### src/afb_pkg.sv
package afb_pkg;
  // port width
  localparam int unsigned DATA_W      = 8;
  // buffer depth
  localparam int unsigned FIFO_DEPTH  = 32;
  // interface clock of the synchronous mode
  localparam int unsigned SYNC_CLK_MHZ = 60;
  // system clock rate and period
  localparam int unsigned SYS_CLK_HZ  = 20000000;
  localparam int unsigned SYS_CLK_NS  = 50;
  // bit-bang strobe width, in ns, and the count derived from it
  localparam int unsigned STB_NS      = 100;
  localparam int unsigned STB_CYC     = (STB_NS + SYS_CLK_NS - 1) / SYS_CLK_NS;
  localparam logic [3:0]  STB_CYC_W   = 4'(STB_CYC);
  // mode select codes from the configuration memory
  localparam logic [1:0]  MODE_OFF    = 2'h0;
  localparam logic [1:0]  MODE_AFIFO  = 2'h1;
  localparam logic [1:0]  MODE_BB     = 2'h2;
  // reset values
  localparam logic [DATA_W-1:0] DATA_RST = 8'h00;
  localparam logic [3:0]  CNT_RST     = 4'h0;

  // port states, one-hot
  typedef enum logic [3:0] {
    AFB_IDLE  = 4'b0001,  // no mode or waiting
    AFB_RD    = 4'b0010,  // read strobe low, bus driven
    AFB_WR    = 4'b0100,  // write strobe low, waiting for rise
    AFB_BB    = 4'b1000   // bit-bang mode
  } afb_state_e;
endpackage

### src/afb_stream_if.sv
`timescale 1ns/1ps
`default_nettype none
// byte stream between producer and consumer
interface afb_stream_if #(parameter int unsigned W = 8);
  logic [W-1:0] data;   // payload
  logic         valid;  // producer has a byte
  logic         ready;  // consumer takes it
  modport src (output data, output valid, input ready);
  modport snk (input data, input valid, output ready);
endinterface
`default_nettype wire

### src/afb_fifo.sv
`timescale 1ns/1ps
`default_nettype none
// synchronous fifo with valid/ready on both sides
module afb_fifo #(
  parameter int unsigned WIDTH = 8,
  parameter int unsigned DEPTH = 32
) (
  input  wire logic   i_sys_clk,
  input  wire logic   i_nrst,
  afb_stream_if.snk   wr,
  afb_stream_if.src   rd
);
  localparam int unsigned AW = $clog2(DEPTH);

  // depth check
  initial
  begin
    if (DEPTH < 2 || (1 << AW) != DEPTH)
      $error("afb_fifo: depth must be a power of two");
  end

  // storage
  logic [WIDTH-1:0] mem [DEPTH];

  typedef struct packed {
    logic [AW:0] wp;  // write pointer
    logic [AW:0] rp;  // read pointer
  } afb_fifo_s;

  afb_fifo_s s_q, s_d;
  logic full, empty;

  // flags from pointers
  assign empty    = (s_q.wp == s_q.rp);
  assign full     = (s_q.wp[AW] != s_q.rp[AW]) && (s_q.wp[AW-1:0] == s_q.rp[AW-1:0]);
  assign wr.ready = !full;
  assign rd.valid = !empty;
  assign rd.data  = mem[s_q.rp[AW-1:0]];

  // pointer update
  always_comb
  begin
    s_d = s_q;
    if (wr.valid && !full)
      s_d.wp = s_q.wp + 1'b1;
    if (rd.ready && !empty)
      s_d.rp = s_q.rp + 1'b1;
  end

  // state register
  always_ff @(posedge i_sys_clk or negedge i_nrst)
  begin
    if (!i_nrst)
      s_q <= '0;
    else
      s_q <= s_d;
  end

  // storage write, no reset
  always_ff @(posedge i_sys_clk)
  begin
    if (wr.valid && !full)
      mem[s_q.wp[AW-1:0]] <= wr.data;
  end
endmodule
`default_nettype wire

### src/afb_strobe_gen.sv
`timescale 1ns/1ps
`default_nettype none
// one high pulse of fixed width on request
module afb_strobe_gen #(
  parameter logic [3:0] WIDTH = 4'h2
) (
  input  wire logic i_sys_clk,
  input  wire logic i_nrst,
  input  wire logic i_fire,    // start pulse
  output logic      o_pulse    // high while the strobe is active
);
  initial
  begin
    if (WIDTH == 4'h0)
      $error("afb_strobe_gen: width must be nonzero");
  end

  typedef struct packed {
    logic [3:0] cnt;  // cycles left
    logic       act;  // strobe active
  } afb_stb_s;

  afb_stb_s s_q, s_d;

  // countdown
  always_comb
  begin
    s_d = s_q;
    if (i_fire)
    begin
      s_d.cnt = WIDTH;
      s_d.act = 1'b1;
    end
    else if (s_q.act)
    begin
      s_d.cnt = s_q.cnt - 4'h1;
      if (s_q.cnt == 4'h1)
        s_d.act = 1'b0;
    end
  end

  // state register
  always_ff @(posedge i_sys_clk or negedge i_nrst)
  begin
    if (!i_nrst)
      s_q <= '0;
    else
      s_q <= s_d;
  end

  assign o_pulse = s_q.act;
endmodule
`default_nettype wire

### src/afb_port.sv
// Function
// - in fifo mode, data lines driven only while read strobe low
// - receive-available low while a byte waits
// - read strobe rise forces receive-available high
// - status outputs released during reset
// - transmit-space low when a byte fits
// - read strobe fall presents the buffer byte
// - read strobe rise advances the receive buffer
// - write strobe fall captures the data lines
// - fifo mode only when configuration selects it
// - wakeup pulse in suspend requests resume
// - wakeup pulse when active flushes receive data
// - bit-bang makes lines a bidirectional bus
// - bit-bang host write gives write flag low
// - bit-bang sample gives sample flag rising edge
`timescale 1ns/1ps
`default_nettype none
module afb_port
  import afb_pkg::*;
#(
  parameter int unsigned DEPTH = FIFO_DEPTH
) (
  input  wire logic              i_sys_clk,
  input  wire logic              i_nrst,
  input  wire logic [1:0]        i_cfg_mode,        // mode from configuration memory
  input  wire logic              i_bb_cmd,          // host command selects bit-bang
  input  wire logic              i_remote_wake_en,  // remote wakeup configured
  input  wire logic              i_power_enable_n,  // 1 = bus suspended
  input  wire logic [7:0]        i_port_data_lines, // pin level
  output logic      [7:0]        o_port_data_lines, // pin drive value
  output logic      [7:0]        o_port_data_oe,    // pin drive enable
  input  wire logic              i_rd_n,            // external read strobe
  input  wire logic              i_wr_n,            // external write strobe
  input  wire logic              i_send_now_wakeup_n,
  output logic                   o_rx_available_n,
  output logic                   o_rx_available_oe,
  output logic                   o_tx_space_n,
  output logic                   o_tx_space_oe,
  output logic                   o_pin_write_flag_n,
  output logic                   o_pin_sample_flag_n,
  // usb engine side, receive stream in
  input  wire logic [7:0]        i_rx_data,
  input  wire logic              i_rx_valid,
  output logic                   o_rx_ready,
  // usb engine side, transmit stream out
  output logic      [7:0]        o_tx_data,
  output logic                   o_tx_valid,
  input  wire logic              i_tx_ready,
  // bit-bang host side
  input  wire logic [7:0]        i_bb_out_data,     // host value for the pins
  input  wire logic [7:0]        i_bb_out_dir,      // 1 = pin driven
  input  wire logic              i_bb_out_wr,       // host wrote new value
  input  wire logic              i_bb_sample,       // host asks for a sample
  output logic      [7:0]        o_bb_in_data,      // sampled value
  output logic                   o_bb_in_valid,     // sample forwarded
  // engine requests
  output logic                   o_resume_req,      // one-cycle pulse
  output logic                   o_flush_req        // one-cycle pulse
);
  // the port between pins and engine
  // async fifo mode: strobe handshakes
  // bit-bang mode: pins as a plain bus
  // wakeup input shared by all modes
  // engine sides are valid/ready streams
  // parameter check
  initial
  begin
    if (DEPTH < 2)
      $error("afb_port: depth too small");
  end

  // read handshake, as the far side sees it
  // strobe fall sampled on a clock edge
  // bus driven from that same edge
  // byte stays put while the strobe is low
  // strobe rise: bus released, flag high
  // buffer pops on that same edge
  // flag may fall again one cycle later
  // so a fast host sees the flag bounce
  // a fall while the flag is high is lost
  // strobe levels need one clock each
  // shorter pulses may slip between edges
  // bus drive can overlap a host write
  // all state of the port
  typedef struct packed {
    afb_state_e        st;        // port state
    logic              rd_n;      // previous read strobe
    logic              wr_n;      // previous write strobe
    logic              wk_n;      // previous wakeup level
    logic              rxa_n;     // receive-available
    logic              rxa_oe;    // its enable
    logic              txs_n;     // transmit-space
    logic              txs_oe;    // its enable
    logic [7:0]        dout;      // bus drive value
    logic [7:0]        doe;       // bus drive enable
    logic              wflag_n;   // bit-bang write flag
    logic              sflag_n;   // bit-bang sample flag
    logic [7:0]        bb_in;     // sampled value
    logic              bb_v;      // sample valid
    logic              resume;    // resume pulse
    logic              flush;     // flush pulse
  } afb_port_s;

  afb_port_s s_q, s_d;

  // two buffers of equal depth
  // receive side: engine fills, pins drain
  // transmit side: pins fill, engine drains
  // engine receive stream is gated by the mode
  // so no new byte enters while the port is off
  // full buffer holds off the engine
  // empty buffer keeps the flag high
  // buffer streams
  afb_stream_if #(.W(DATA_W)) rx_in  ();
  afb_stream_if #(.W(DATA_W)) rx_out ();
  afb_stream_if #(.W(DATA_W)) tx_in  ();
  afb_stream_if #(.W(DATA_W)) tx_out ();

  // edge and mode helpers
  // decoded once, used by all branches
  logic rd_fall, rd_rise, wr_fall, wk_fall, afifo_on, bb_on;
  logic wstb, sstb;

  // receive buffer, engine to pins
  afb_fifo #(.WIDTH(DATA_W), .DEPTH(DEPTH)) u_rx_fifo (
    .i_sys_clk (i_sys_clk),
    .i_nrst    (i_nrst),
    .wr        (rx_in),
    .rd        (rx_out)
  );

  // transmit buffer, pins to engine
  afb_fifo #(.WIDTH(DATA_W), .DEPTH(DEPTH)) u_tx_fifo (
    .i_sys_clk (i_sys_clk),
    .i_nrst    (i_nrst),
    .wr        (tx_in),
    .rd        (tx_out)
  );

  // bit-bang flags stretched by a counter
  // a host pulse of one cycle would be
  // too short for slow far-side logic
  // width fixed by the strobe time constant
  // a new request restarts the count
  // flags are idle high outside bit-bang
  // bit-bang write flag width
  afb_strobe_gen #(.WIDTH(STB_CYC_W)) u_wstb (
    .i_sys_clk (i_sys_clk),
    .i_nrst    (i_nrst),
    .i_fire    (bb_on && i_bb_out_wr),
    .o_pulse   (wstb)
  );

  // bit-bang sample flag width
  afb_strobe_gen #(.WIDTH(STB_CYC_W)) u_sstb (
    .i_sys_clk (i_sys_clk),
    .i_nrst    (i_nrst),
    .i_fire    (bb_on && i_bb_sample),
    .o_pulse   (sstb)
  );

  // engine ready only in fifo mode
  // transmit side drains in every mode
  // so bytes written earlier still leave
  // engine stream hookup
  assign rx_in.data   = i_rx_data;
  assign rx_in.valid  = i_rx_valid && afifo_on;
  assign o_rx_ready   = rx_in.ready && afifo_on;
  assign o_tx_data    = tx_out.data;
  assign o_tx_valid   = tx_out.valid;
  assign tx_out.ready = i_tx_ready;

  // mode decode, levels not edges
  // host command overrides configuration
  // only the async code opens the fifo path
  // other codes leave the port idle, no interface clock
  // mode decode
  assign bb_on    = i_bb_cmd;
  assign afifo_on = !i_bb_cmd && (i_cfg_mode == MODE_AFIFO);

  // edge detect against the last sample
  // previous levels reset to idle high
  // so reset release gives no false edge
  // strobes are taken as synchronous
  // an async host needs its own synchroniser
  // strobe edges
  assign rd_fall = s_q.rd_n && !i_rd_n;
  assign rd_rise = !s_q.rd_n && i_rd_n;
  assign wr_fall = s_q.wr_n && !i_wr_n;
  assign wk_fall = s_q.wk_n && !i_send_now_wakeup_n;

  // write handshake
  // byte taken on the high-to-low edge
  // only while the space flag shows room
  // space flag lags the buffer by a cycle
  // a write in that cycle is dropped
  // a long low level captures only once
  // pop only for a read that was taken
  // a stray rise in idle pops nothing
  // fifo hooks: advance on read rise, capture on write fall
  assign rx_out.ready = afifo_on && rd_rise && (s_q.st == AFB_RD);
  assign tx_in.data   = i_port_data_lines;
  assign tx_in.valid  = afifo_on && wr_fall && !s_q.txs_n;

  // next state, one pass per clock
  // pulses and flags default to idle
  // status enables driven once out of reset
  // wakeup edge checked in every mode
  // suspend with wakeup: resume request
  // suspend without wakeup: ignored
  // normal operation: flush request
  // bit-bang wins over the fifo mode
  // a mode change in mid-read drops the bus
  // without popping the buffer
  // next-state logic
  always_comb
  begin
    s_d        = s_q;
    s_d.rd_n   = i_rd_n;
    s_d.wr_n   = i_wr_n;
    s_d.wk_n   = i_send_now_wakeup_n;
    s_d.resume = 1'b0;
    s_d.flush  = 1'b0;
    s_d.bb_v   = 1'b0;
    s_d.rxa_oe = 1'b1;
    s_d.txs_oe = 1'b1;
    // wakeup input serves every mode
    if (wk_fall)
    begin
      if (i_power_enable_n && i_remote_wake_en)
        s_d.resume = 1'b1;
      else if (!i_power_enable_n)
        s_d.flush = 1'b1;
    end
    // transmit space shown while a byte fits
    s_d.txs_n = !(afifo_on && tx_in.ready);
    // one state at a time, one-hot codes
    unique case (s_q.st)
      // idle: flag tracks the buffer
      // a taken read moves to the bus state
      AFB_IDLE:
      begin
        s_d.doe   = 8'h00;
        // receive-available follows buffer contents
        s_d.rxa_n = !(afifo_on && rx_out.valid);
        if (bb_on)
          s_d.st = AFB_BB;
        else if (afifo_on && rd_fall && !s_q.rxa_n)
        begin
          s_d.dout    = rx_out.data;
          s_d.doe     = 8'hFF;
          s_d.st      = AFB_RD;
        end
        else if (afifo_on && !i_wr_n)
          s_d.st = AFB_WR;
      end
      AFB_RD:
      begin
        // bus held until strobe returns high
        if (rd_rise || !afifo_on)
        begin
          s_d.doe   = 8'h00;
          s_d.rxa_n = 1'b1;
          s_d.st    = AFB_IDLE;
        end
      end
      AFB_WR:
      begin
        // capture happens on the fall, idle once the strobe is high
        if (wr_fall || !afifo_on || i_wr_n)
          s_d.st = AFB_IDLE;
      end
      AFB_BB:
      begin
        // pins follow the host direction mask
        s_d.dout  = i_bb_out_data;
        s_d.doe   = i_bb_out_dir;
        s_d.rxa_n = 1'b1;
        // sample taken from the resolved pins
        // valid lasts one cycle
        if (i_bb_sample)
        begin
          s_d.bb_in = i_port_data_lines;
          s_d.bb_v  = 1'b1;
        end
        if (!bb_on)
        begin
          s_d.doe = 8'h00;
          s_d.st  = AFB_IDLE;
        end
      end
    endcase
    // flags follow the stretched strobes
    // and the raw request on its first cycle
    s_d.wflag_n = !(bb_on && (wstb || i_bb_out_wr));
    s_d.sflag_n = !(bb_on && (sstb || i_bb_sample));
  end

  // reset: everything idle and released
  // status enables low, pull-ups take over
  // data enables low, host owns the lines
  // strobe history high to match idle pins
  // only constants in the reset branch
  // state register, status pins released in reset
  always_ff @(posedge i_sys_clk or negedge i_nrst)
  begin
    if (!i_nrst)
    begin
      s_q         <= '0;
      s_q.st      <= AFB_IDLE;
      s_q.rd_n    <= 1'b1;
      s_q.wr_n    <= 1'b1;
      s_q.wk_n    <= 1'b1;
      s_q.rxa_n   <= 1'b1;
      s_q.txs_n   <= 1'b1;
      s_q.rxa_oe  <= 1'b0;
      s_q.txs_oe  <= 1'b0;
      s_q.dout    <= DATA_RST;
      s_q.wflag_n <= 1'b1;
      s_q.sflag_n <= 1'b1;
    end
    else
      s_q <= s_d;
  end

  // pin outputs come from the state flops
  // engine streams come from the buffers
  // drive value may change while disabled
  // only the enable decides pin ownership
  // per-bit enables serve bit-bang direction
  // outputs straight from flops
  assign o_port_data_lines   = s_q.dout;
  assign o_port_data_oe      = s_q.doe;
  assign o_rx_available_n    = s_q.rxa_n;
  assign o_rx_available_oe   = s_q.rxa_oe;
  assign o_tx_space_n        = s_q.txs_n;
  assign o_tx_space_oe       = s_q.txs_oe;
  assign o_pin_write_flag_n  = s_q.wflag_n;
  assign o_pin_sample_flag_n = s_q.sflag_n;
  assign o_bb_in_data        = s_q.bb_in;
  assign o_bb_in_valid       = s_q.bb_v;
  assign o_resume_req        = s_q.resume;
  assign o_flush_req         = s_q.flush;
endmodule
`default_nettype wire

### config.mk
export PLATFORM = sky130hd
export DESIGN_NAME = afb_port
export DESIGN_NICKNAME = d
export VERILOG_FILES = /design/src/afb_pkg.sv /design/src/afb_stream_if.sv /design/src/afb_fifo.sv /design/src/afb_strobe_gen.sv /design/src/afb_port.sv
export SDC_FILE = /design/constraint.sdc
export NUM_CORES = 1
export LEC_CHECK = 0
export BUFFER_PORTS_ARGS = -buffer_cell sky130_fd_sc_hd__buf_2
export CORE_MARGIN = 4
export CORE_UTILIZATION = 60
export DETAILED_ROUTE_END_ITERATION = 12
export PLACE_DENSITY_LB_ADDON = 0.08
export SYNTH_ARGS = -nofsm -noshare
export SYNTH_HDL_FRONTEND = slang
export SYNTH_SLANG_ARGS = --single-unit
### constraint.sdc
create_clock -name i_sys_clk -period 3.49 [get_ports i_sys_clk]
set_clock_uncertainty 0.15 [all_clocks]
set_input_delay 0.5235 -clock i_sys_clk [delete_from_list [all_inputs] [get_ports i_sys_clk]]
set_output_delay 0.5235 -clock i_sys_clk [all_outputs]
set_load 0.02 [all_outputs]
# Yosys cells after proc, flatten, opt, wreduce, memory -nomap -nowiden

Memories as Yosys holds them, arrays and structs flattened.
Index checks and enable logic that the tools add are counted.

ROM bits: 0
Register bits: 73
Output and inout bits: 43
Bits in writable memories: 512
Input bits: 46
Memories: 2
Bits in latches: 0

Add/sub/neg operators: 6
Muxes and demuxes: 31
Bitwise operators: 0
Magnitude comparators: 0
Div/mod/pow operators: 0
Eq/ne operators: 19
Shift-type cells: 0
Multipliers: 0
Reduce and logical (&&, ||, !) cells: 56

Memory list:

| memory        | words | bits a word | rd ports | clocked after memory_dff | wr ports | line           | text |
|---|---|---|---|---|---|---|---|
| u_rx_fifo.mem | 32    | 8           | 1        | 0                        | 1        | afb_fifo.sv:23 | `logic [WIDTH-1:0] mem [DEPTH];` |
| u_tx_fifo.mem | 32    | 8           | 1        | 0                        | 1        | afb_fifo.sv:23 |  |

Operators by type and width:

| kind                | number |
|---|---|
| $mux 16             | 2 |
| $logic_and 1x1->1   | 27 |
| $add 6x1->6 const B | 4 |
| $mux 4              | 6 |
| $pmux 8 s3          | 1 |
| $mux 5              | 4 |
| $logic_not 1->1     | 16 |
| $mux 8              | 2 |
| $pmux 4 s4          | 1 |
| $pmux 8 s2          | 1 |
| $eq 4x1->1 const B  | 3 |
| $eq 6x6->1          | 2 |
| $mux 1              | 12 |
| $eq 5x5->1          | 2 |
| $ne 2x2->1 const B  | 4 |
| $sub 4x1->4 const B | 2 |
| $reduce_bool 2->1   | 3 |
| $logic_or 1x1->1    | 5 |
| $eq 4x2->1 const B  | 1 |
| $eq 4x3->1 const B  | 1 |
| $eq 4x4->1 const B  | 1 |
| $ne 4x4->1 const B  | 1 |
| $reduce_and 2->1    | 2 |
| $reduce_and 4->1    | 1 |
| 7 further kinds     | 8 |

# Logic depth before layout (Yosys ltp)

Gate-level depths: netlist (run 1).

Depth in word-level cells: 7
Depth in mapped cells: 9
Depth with buffers taken out: 5

# By module

Synthesis (run 1) repeated with hierarchy kept, for this count alone.

Cell total of the unflattened synthesis: 1165
Area, all modules: 23608.9 um2

By module, submodules not included:

| module               | seq. area each (um2) | cells each | area an instance (um2) | instances |
|---|---|---|---|---|
| afb_fifo (u_tx_fifo) | 7987.7               | 469        | 10562.6                | 1 |
| afb_fifo (u_rx_fifo) | 7987.7               | 473        | 10538.9                | 1 |
| afb_port             | 985.9                | 177        | 1964.4                 | 1 |
| afb_strobe_gen       | 125.1                | 23         | 271.5                  | 2 |

# Worst setup path before layout (run 1)

OpenSTA, ideal clock, no wires.

Path type: reg2out
Start: register u_tx_fifo.s_q[0] in the netlist's numbering
End: output o_tx_data[7]
Data required time: 2.816 ns
Path slack: 0.758 ns
Stages on the path, launching flop included: 6
Data arrival time: 2.059 ns
Cell sequence: dfrtp_1 > buf_6 > buf_2 > mux4_1 > mux4_2 > mux2_2

Longest elaborated chain between the ends: 1

Ends and longest elaborated chain:

| element                | line           | text |
|---|---|---|
| from (decl)            | afb_fifo.sv:30 | `afb_fifo_s s_q, s_d;` |
| from (signal assigned) | afb_fifo.sv:54 | `s_q <= '0;` |
| from (signal assigned) | afb_fifo.sv:56 | `s_q <= s_d;` |
| $mem_v2 32x8           | n/a            |  |
| to (decl)              | afb_port.sv:46 | `output logic [7:0] o_tx_data,` |

No other way between the ends.

# Worst setup path in the final report (run 1)

Start: register u_tx_fifo.s_q[0] in the netlist's numbering
End: output o_tx_data[5]

Same word-level chain as after synthesis.

==> results.yml, run 1 <==
global_route:
  grt_pass1_vias: 12266
  grt_usage_pct: 24.3
  antenna_found_initial: 0
  grt_max_degree: 58
  overflow: 0
  grt_first_pass_wirelength_mm: 76.3
clocking:
  cts.path.max_buffers: 3
  cts-buffers-inserted: 57
  cts_tree: "built"
  ctsHtreeMaxLevel: 2
  clkLatencyLatePin_ns: 0.60
  cts_sinks: 585
  cts_root_buf: "clkbuf_16"
  clk_pin_slew_ns: 0.06
setup_path:
  end_kind: "output pin"
  critPathLaunchType: "flop"
  worstPathMaxFanout: 7
  critical-path-max-stage-delay_ns: 0.54
  cp.required_ns: 2.82
  path_buf_inv: 3
  critPathKind: "reg2out"
  cp_slowest_cell: "dfrtp_4"
  cp_top_family: "multiplexers"
  critPathArrivalTime_ns: 2.88
  path_cells: "buf_12, buf_12, mux4_2, mux4_2, mux2_4, buf_6"
power_and_ir_drop:
  power_switching_mw: 4.92
  powerDensity_mw_per_mm2: 685
  peakVddDrop_v: 0.000541
  seq_power_share_pct: 44.2
  netSwitchingFraction_pct: 26.4
  p_total_mw: 18.6
  p_int_mw: 13.7
  comb_power_share_pct: 22.6
  p_leak_nw: 9.24
  clkPwrFrac_pct: 33.1
sta:
  setup_viol: 7
  maxSlewHeadroom_pct: 40.5
  hold_viol_final: 0
  fin_crit_sh_pct: 102
  slew_viol_final: 0
  fin_ws_ns: -0.0625
  rsz0062_at_grt: "true"
  tightest_slew_ns: 0.892
  fin_crit_ns: 3.55
  timing.fmax_mhz: 281
  tns_ns: -0.362
synthesis:
  synth_seq_area_share_pct: 73.2
  ys_types: 63
  syn_area_mm2: 0.0235
  synthCells: 1238
  ys.flop_type: "edfxtp_1"
  syn_nets: 1298
  yosysWarnings: 0
  async_flop_share_pct: 12.5
  ys_ff_latch: 585
  synth.avg_cell_area_um2: 19.0
  synth_edf_count: 512
floorplan:
  fp.dieH_um: 206
  coreArea_mm2: 0.0387
  dieArea_mm2: 0.0424
  io_pins: 89
  start_util_pct: 60.7
  rows: 72
  die_w_um: 206
route:
  vias: 11942
  via_per_inst: 6.00
  drt_iter0_drc: 875
  wl_per_cell_um: 25.3
  drc: 0
  routed_wl_mm: 50.3
  ant_nets: 0
  firstDrtPassIters: 5
cells_and_area:
  drive_above_1_share_pct: 30.6
  synthToLayoutAreaGrowth_pct: 15.5
  layout.nets: 1486
  stdcell_area_mm2: 0.0272
  stdcell_count: 1990
  antennaDiodeCount: 0
  final_cell_mix: "512 x edfxtp_1, 122 x mux4_2, 99 x buf_4, 94 x nor2_1, 80 x buf_2"
  final_common_cell: "edfxtp_1"
job:
  cap_violations: 0
status:
  status: "finished, violations left"
  violations: "negative setup slack"
placed_design:
  dp_hpwl_mm: 31.5
  port_buffers: 88
  dpl_worst_slack_ns: 0.365
  dpl-instance-area_mm2: 0.0250
  routabilityCongestion: 0.791
  placed_cells_incl_taps: 1866
worst_hold_path:
  min_path_type: "in2reg"
state kept, by name, indices dropped and copies added (netlist names), 4 cells and up:
| signal | count |
|---|---|
| u_sstb.s_q | 4 |
| u_tx_fifo.mem | 256 |
| s_q | 7 |
| o_bb_in_data | 8 |
| o_port_data_oe | 8 |
| u_rx_fifo.s_q | 12 |
| u_wstb.s_q | 4 |
| u_tx_fifo.s_q | 12 |
| o_port_data_lines | 8 |
| u_rx_fifo.mem | 256 |
cells by family after synthesis:
logic type                 after synthesis  share of synthesized area, %
other                                    1                        0.0159
buffers and inverters                  106                          2.60
muxes                                  180                          14.8
and+or+nand+nor                        202                          4.09
xor gates and xnor gates                41                          1.53
adders and majority gates               14                         0.745
DFF                                    585                          73.2
AOI/OAI and AO/OA                      109                          3.12
power groups by stage:
stage               clock (mW)  combinational, mW  sequential [mW]
finish                    6.17               4.21             8.24
global route              6.57               4.52             8.28
CTS                       6.28               4.10             8.23
detailed placement           0               3.77             8.38
global placement             0               3.70             8.36
floorplan                    0               2.92             8.24
tightest hold or removal path, stage by stage:
cell,delay [ns]
buf_2,0.10
nand2_1,0.05
a21oi_1,0.06
layer usage:
layer,wire length (um),GRT usage [%]
met1,19800,32.8
met5,0,0
met2,26600,42.0
met4,1320,7.56
met3,2620,3.36
final timing paths:
| kind | startpoint | to | slack, ns | cells past startpoint |
|---|---|---|---|---|
| max in group asynchronous | i_nrst | o_pin_sample_flag_n | 2.02 | 3 |
| worst max register to register | u_rx_fifo.s_q[0] | u_rx_fifo.mem[18][5] | 0.57 | 6 |
| worst min-delay path | i_bb_out_dir[2] | o_port_data_oe[2] | 0.03 | 3 |
| worst max-delay path | u_tx_fifo.s_q[0] | o_tx_data[5] | -0.06 | 6 |
| min in group asynchronous | i_nrst | o_tx_space_oe | 0.37 | 2 |
| worst min register to register | u_tx_fifo.s_q[11] | u_tx_fifo.s_q[11] | 0.34 | 1 |
Yosys cell counts, drive strengths merged, types with 18 or more instances:
| library cell | count | share of area (%) |
|---|---|---|
| edfxtp | 512 | 65 |
| mux4 | 127 | 12 |
| nor2 | 94 | 1.5 |
| dfrtp | 65 | 6.9 |
| buf | 57 | 1.7 |
| nand2 | 38 | 0.61 |
| mux2i | 34 | 1.4 |
| a21oi | 33 | 0.70 |
| clkbuf | 28 | 0.47 |
| xnor2 | 24 | 0.89 |
| mux2 | 19 | 0.91 |
| inv | 18 | 0.29 |
area by class of cell:
type	count	area, um^2
well taps	518	648
flip-flops and latches	585	17200
clock inverters	36	379
fillers	2453	11600
clock buffers	69	1500
multi-input cells	547	5700
inverters	18	67.6
repair buffers	217	1650
through the flow:
stage,hold slack (ns),utilization (%)
floorplan,0.0779,-
global placement,0.334,64.5
detailed placement,0.332,64.5
CTS,0.00165,70.1
global route,0.0263,70.1
finish,0.0301,70.1
timing repair:
item                       CTS  global route
hold endpoints to repair    66             0
gates resized for setup     17            32
hold buffers                13             0
cloned                       2             0
buffers inserted             6             0
setup endpoints to repair    8             8
(Power assumes the default switching activity.)
==> inputs of run 2 (changes only) <==
--- a/config.mk
+++ b/config.mk
@@ -5,6 +5,7 @@
 export SDC_FILE = /design/constraint.sdc
 export NUM_CORES = 1
 export LEC_CHECK = 0
+export ABC_AREA = 1
 export BUFFER_PORTS_ARGS = -buffer_cell sky130_fd_sc_hd__buf_2
 export CORE_MARGIN = 4
 export CORE_UTILIZATION = 60
==> run 2 against run 1 <==
  * The flow now finishes without violations
  * Worst setup slack improved by 0.19 ns
  * Maximum frequency increased by 5.8%
  * Cell area increased by 0.77%
  * Combinational power increased by 5.0%
  * Sequential power increased by 1%
  * Register-to-register slack improved by 0.06 ns
  * Wire length increased by 15%
  * Hold slack about the same
==> results.yml, run 2 <==
job:
  cap_violations: 0
route:
  ant_nets: 0
  drc: 0
  drt_iter0_drc: 1446
  vias: 15942
  routed_wl_mm: 57.9
  wl_per_cell_um: 21.0
  via_per_inst: 5.79
  firstDrtPassIters: 5
cells_and_area:
  antennaDiodeCount: 0
  final_cell_mix: "512 x edfxtp_1, 374 x nor2_1, 258 x nand2_1, 251 x o21ai_0, 110 x nand3_1"
  synthToLayoutAreaGrowth_pct: 12.4
  layout.nets: 2240
  stdcell_area_mm2: 0.0274
  final_common_cell: "edfxtp_1"
  fin_util_pct: 68.6
  drive_above_1_share_pct: 12.9
setup_path:
  worstPathMaxFanout: 51
  critPathLaunchType: "flop"
  crit_start: "u_tx_fifo.s_q[0]"
  worst_r2r_startpoint: "u_tx_fifo.s_q[0]"
  reg2reg_slack_ns: 0.63
  end_kind: "output pin"
  timing.rr.end: "u_tx_fifo.mem[19][6]"
  critPathArrivalTime_ns: 2.68
  critPathKind: "reg2out"
  cp.required_ns: 2.82
  r2r_cells: 9
floorplan:
  fp.dieH_um: 209
  dieArea_mm2: 0.0439
  coreArea_mm2: 0.0399
  io_pins: 89
  die_w_um: 209
  rows: 73
  start_util_pct: 61.0
global_route:
  grt_usage_pct: 26.3
  overflow: 0
  grt_max_degree: 121
  grt_first_pass_wirelength_mm: 90.3
  antenna_found_initial: 0
  grt_pass1_vias: 16073
sta:
  setup_viol: 0
  finalHoldWorstSlack_ns: 0.0299
  fin_ws_ns: 0.132
  tns_ns: 0
  hold_viol_final: 0
  timing.fmax_mhz: 298
  fin_crit_sh_pct: 96.2
  fin_crit_ns: 3.36
  maxSlewHeadroom_pct: 35.4
  slew_viol_final: 0
  tightest_slew_ns: 0.969
placed_design:
  port_buffers: 88
  dpl-instance-area_mm2: 0.0254
  dpl_worst_slack_ns: 0.578
  dp_hpwl_mm: 35.9
  routabilityCongestion: 0.878
synthesis:
  synth_seq_area_share_pct: 70.7
  ys_ff_latch: 585
  synth_area_leaders: "edfxtp_1 63%, dfrtp_1 6.7%, nor2_1 5.8%, o21ai_0 5.2%, nand2_1 4.0%"
  synth_edf_count: 512
  async_flop_share_pct: 12.5
  synth.avg_cell_area_um2: 11.7
  syn_nets: 2140
  netlist.area_leader.share_pct: 63.1
  ys_types: 41
  syn_area_mm2: 0.0244
  synthCells: 2080
  ys.flop_type: "edfxtp_1"
  synth_common_cells: "512 x edfxtp_1, 374 x nor2_1, 258 x nand2_1, 251 x o21ai_0, 110 x nand3_1"
  yosysTopAreaCell: "edfxtp_1"
  yosysWarnings: 0
  synth_most_common_cell: "edfxtp_1"
clocking:
  cts_root_buf: "clkbuf_16"
  cts_tree: "built"
  cts-buffers-inserted: 57
  cts_sinks: 585
  ctsHtreeMaxLevel: 2
  clkLatencyLatePin_ns: 0.61
  clk_pin_slew_ns: 0.06
  cts.path.max_buffers: 3
worst_hold_path:
  min_path_type: "in2reg"
  hold_start: "i_bb_out_dir[0]"
  holdPathEnd: "o_port_data_oe[0]"
  worstHoldPathCells: 3
power_and_ir_drop:
  peakVddDrop_v: 0.000518
  p_leak_nw: 9.77
  powerDensity_mw_per_mm2: 683
status:
  status: "finished clean"
-- run 2: cell types whose count changed after synthesis, sizes merged, moves of 24 or more --
cell and change:
o21ai +246, nor3 +34, clkbuf +24, o211ai +56
nand2 +227, buf +27, mux4 -127, nor2 +286
inv +51, mux2i -34, nand3 +103
-- run 2: how the worst max path moves through the flow --
stage                                 endpoint  slack, ns  cells after the start
after floorplan           u_rx_fifo.mem[31][0]       1.01                      6
after global placement     u_rx_fifo.mem[1][6]       0.61                      7
after detailed placement  u_tx_fifo.mem[19][3]       0.58                      6
after CTS                         o_tx_data[4]      0.005                      9
after global routing              o_tx_data[4]     -0.001                     10
final                             o_tx_data[4]       0.13                     10
-- run 2: what timing repair did --
item / CTS / global route
gates resized for setup: 1 / 6
pin swaps: 0 / 2
endpoints found under the setup margin: 1 / 8
buffers inserted: 0 / 1
cloned: 0 / 1
hold buffers: 14 / 0
endpoints found under the hold margin: 76 / 0
-- run 2: cells by family (layout without fill, tap and decap cells) --
family | Yosys count | in the layout | synth area share [%]
compound gates | 412 | 412 | 9.32
fa+ha+maj | 14 | 14 | 0.719
simple gates | 828 | 828 | 14.1
buf+inv | 215 | 363 | 4.24
xor+xnor | 25 | 25 | 0.899
other cells | 1 | 1 | 0.0154
flops | 585 | 585 | 70.7
-- run 2: layout make-up --
type	count	area [um^2]
inverter	79	312
multi-input combinational	1280	6110
tap	525	657
clock inverter	30	274
sequential	585	17200
clock buffer	77	1540
fill	2901	12500
timing repair buffer	177	1250
-- run 2: per-stage QoR --
stage	power [mW]	instances
after floorplan	11.4	2080
final	18.7	2753
after global placement	12.6	2630
after detailed placement	12.7	2630
after CTS	18.7	2751
after global routing	19.6	2753
-- run 2: layer usage --
layer / GRT usage, % / wire (um)
met5: 0 / 0
met4: 11.4 / 2540
met3: 3.81 / 3430
met2: 44.4 / 29200
met1: 34.6 / 22800
-- run 2: critical path, cell delays in order (launching register included) --
cell	delay, ns
dfrtp_4	0.54
inv_8	0.26
buf_12	0.24
buf_12	0.15
o21ai_0	0.08
o22ai_1	0.24
nand2_1	0.09
nand4_1	0.10
nand2_1	0.12
inv_1	0.08
buf_2	0.16
-- run 2: report_power, final --
group          switching, mW  internal (mW)  leakage, nW
Sequential             0.378           7.95         5.46
Clock                   2.49           3.46        0.889
Combinational           3.03           1.39         3.42
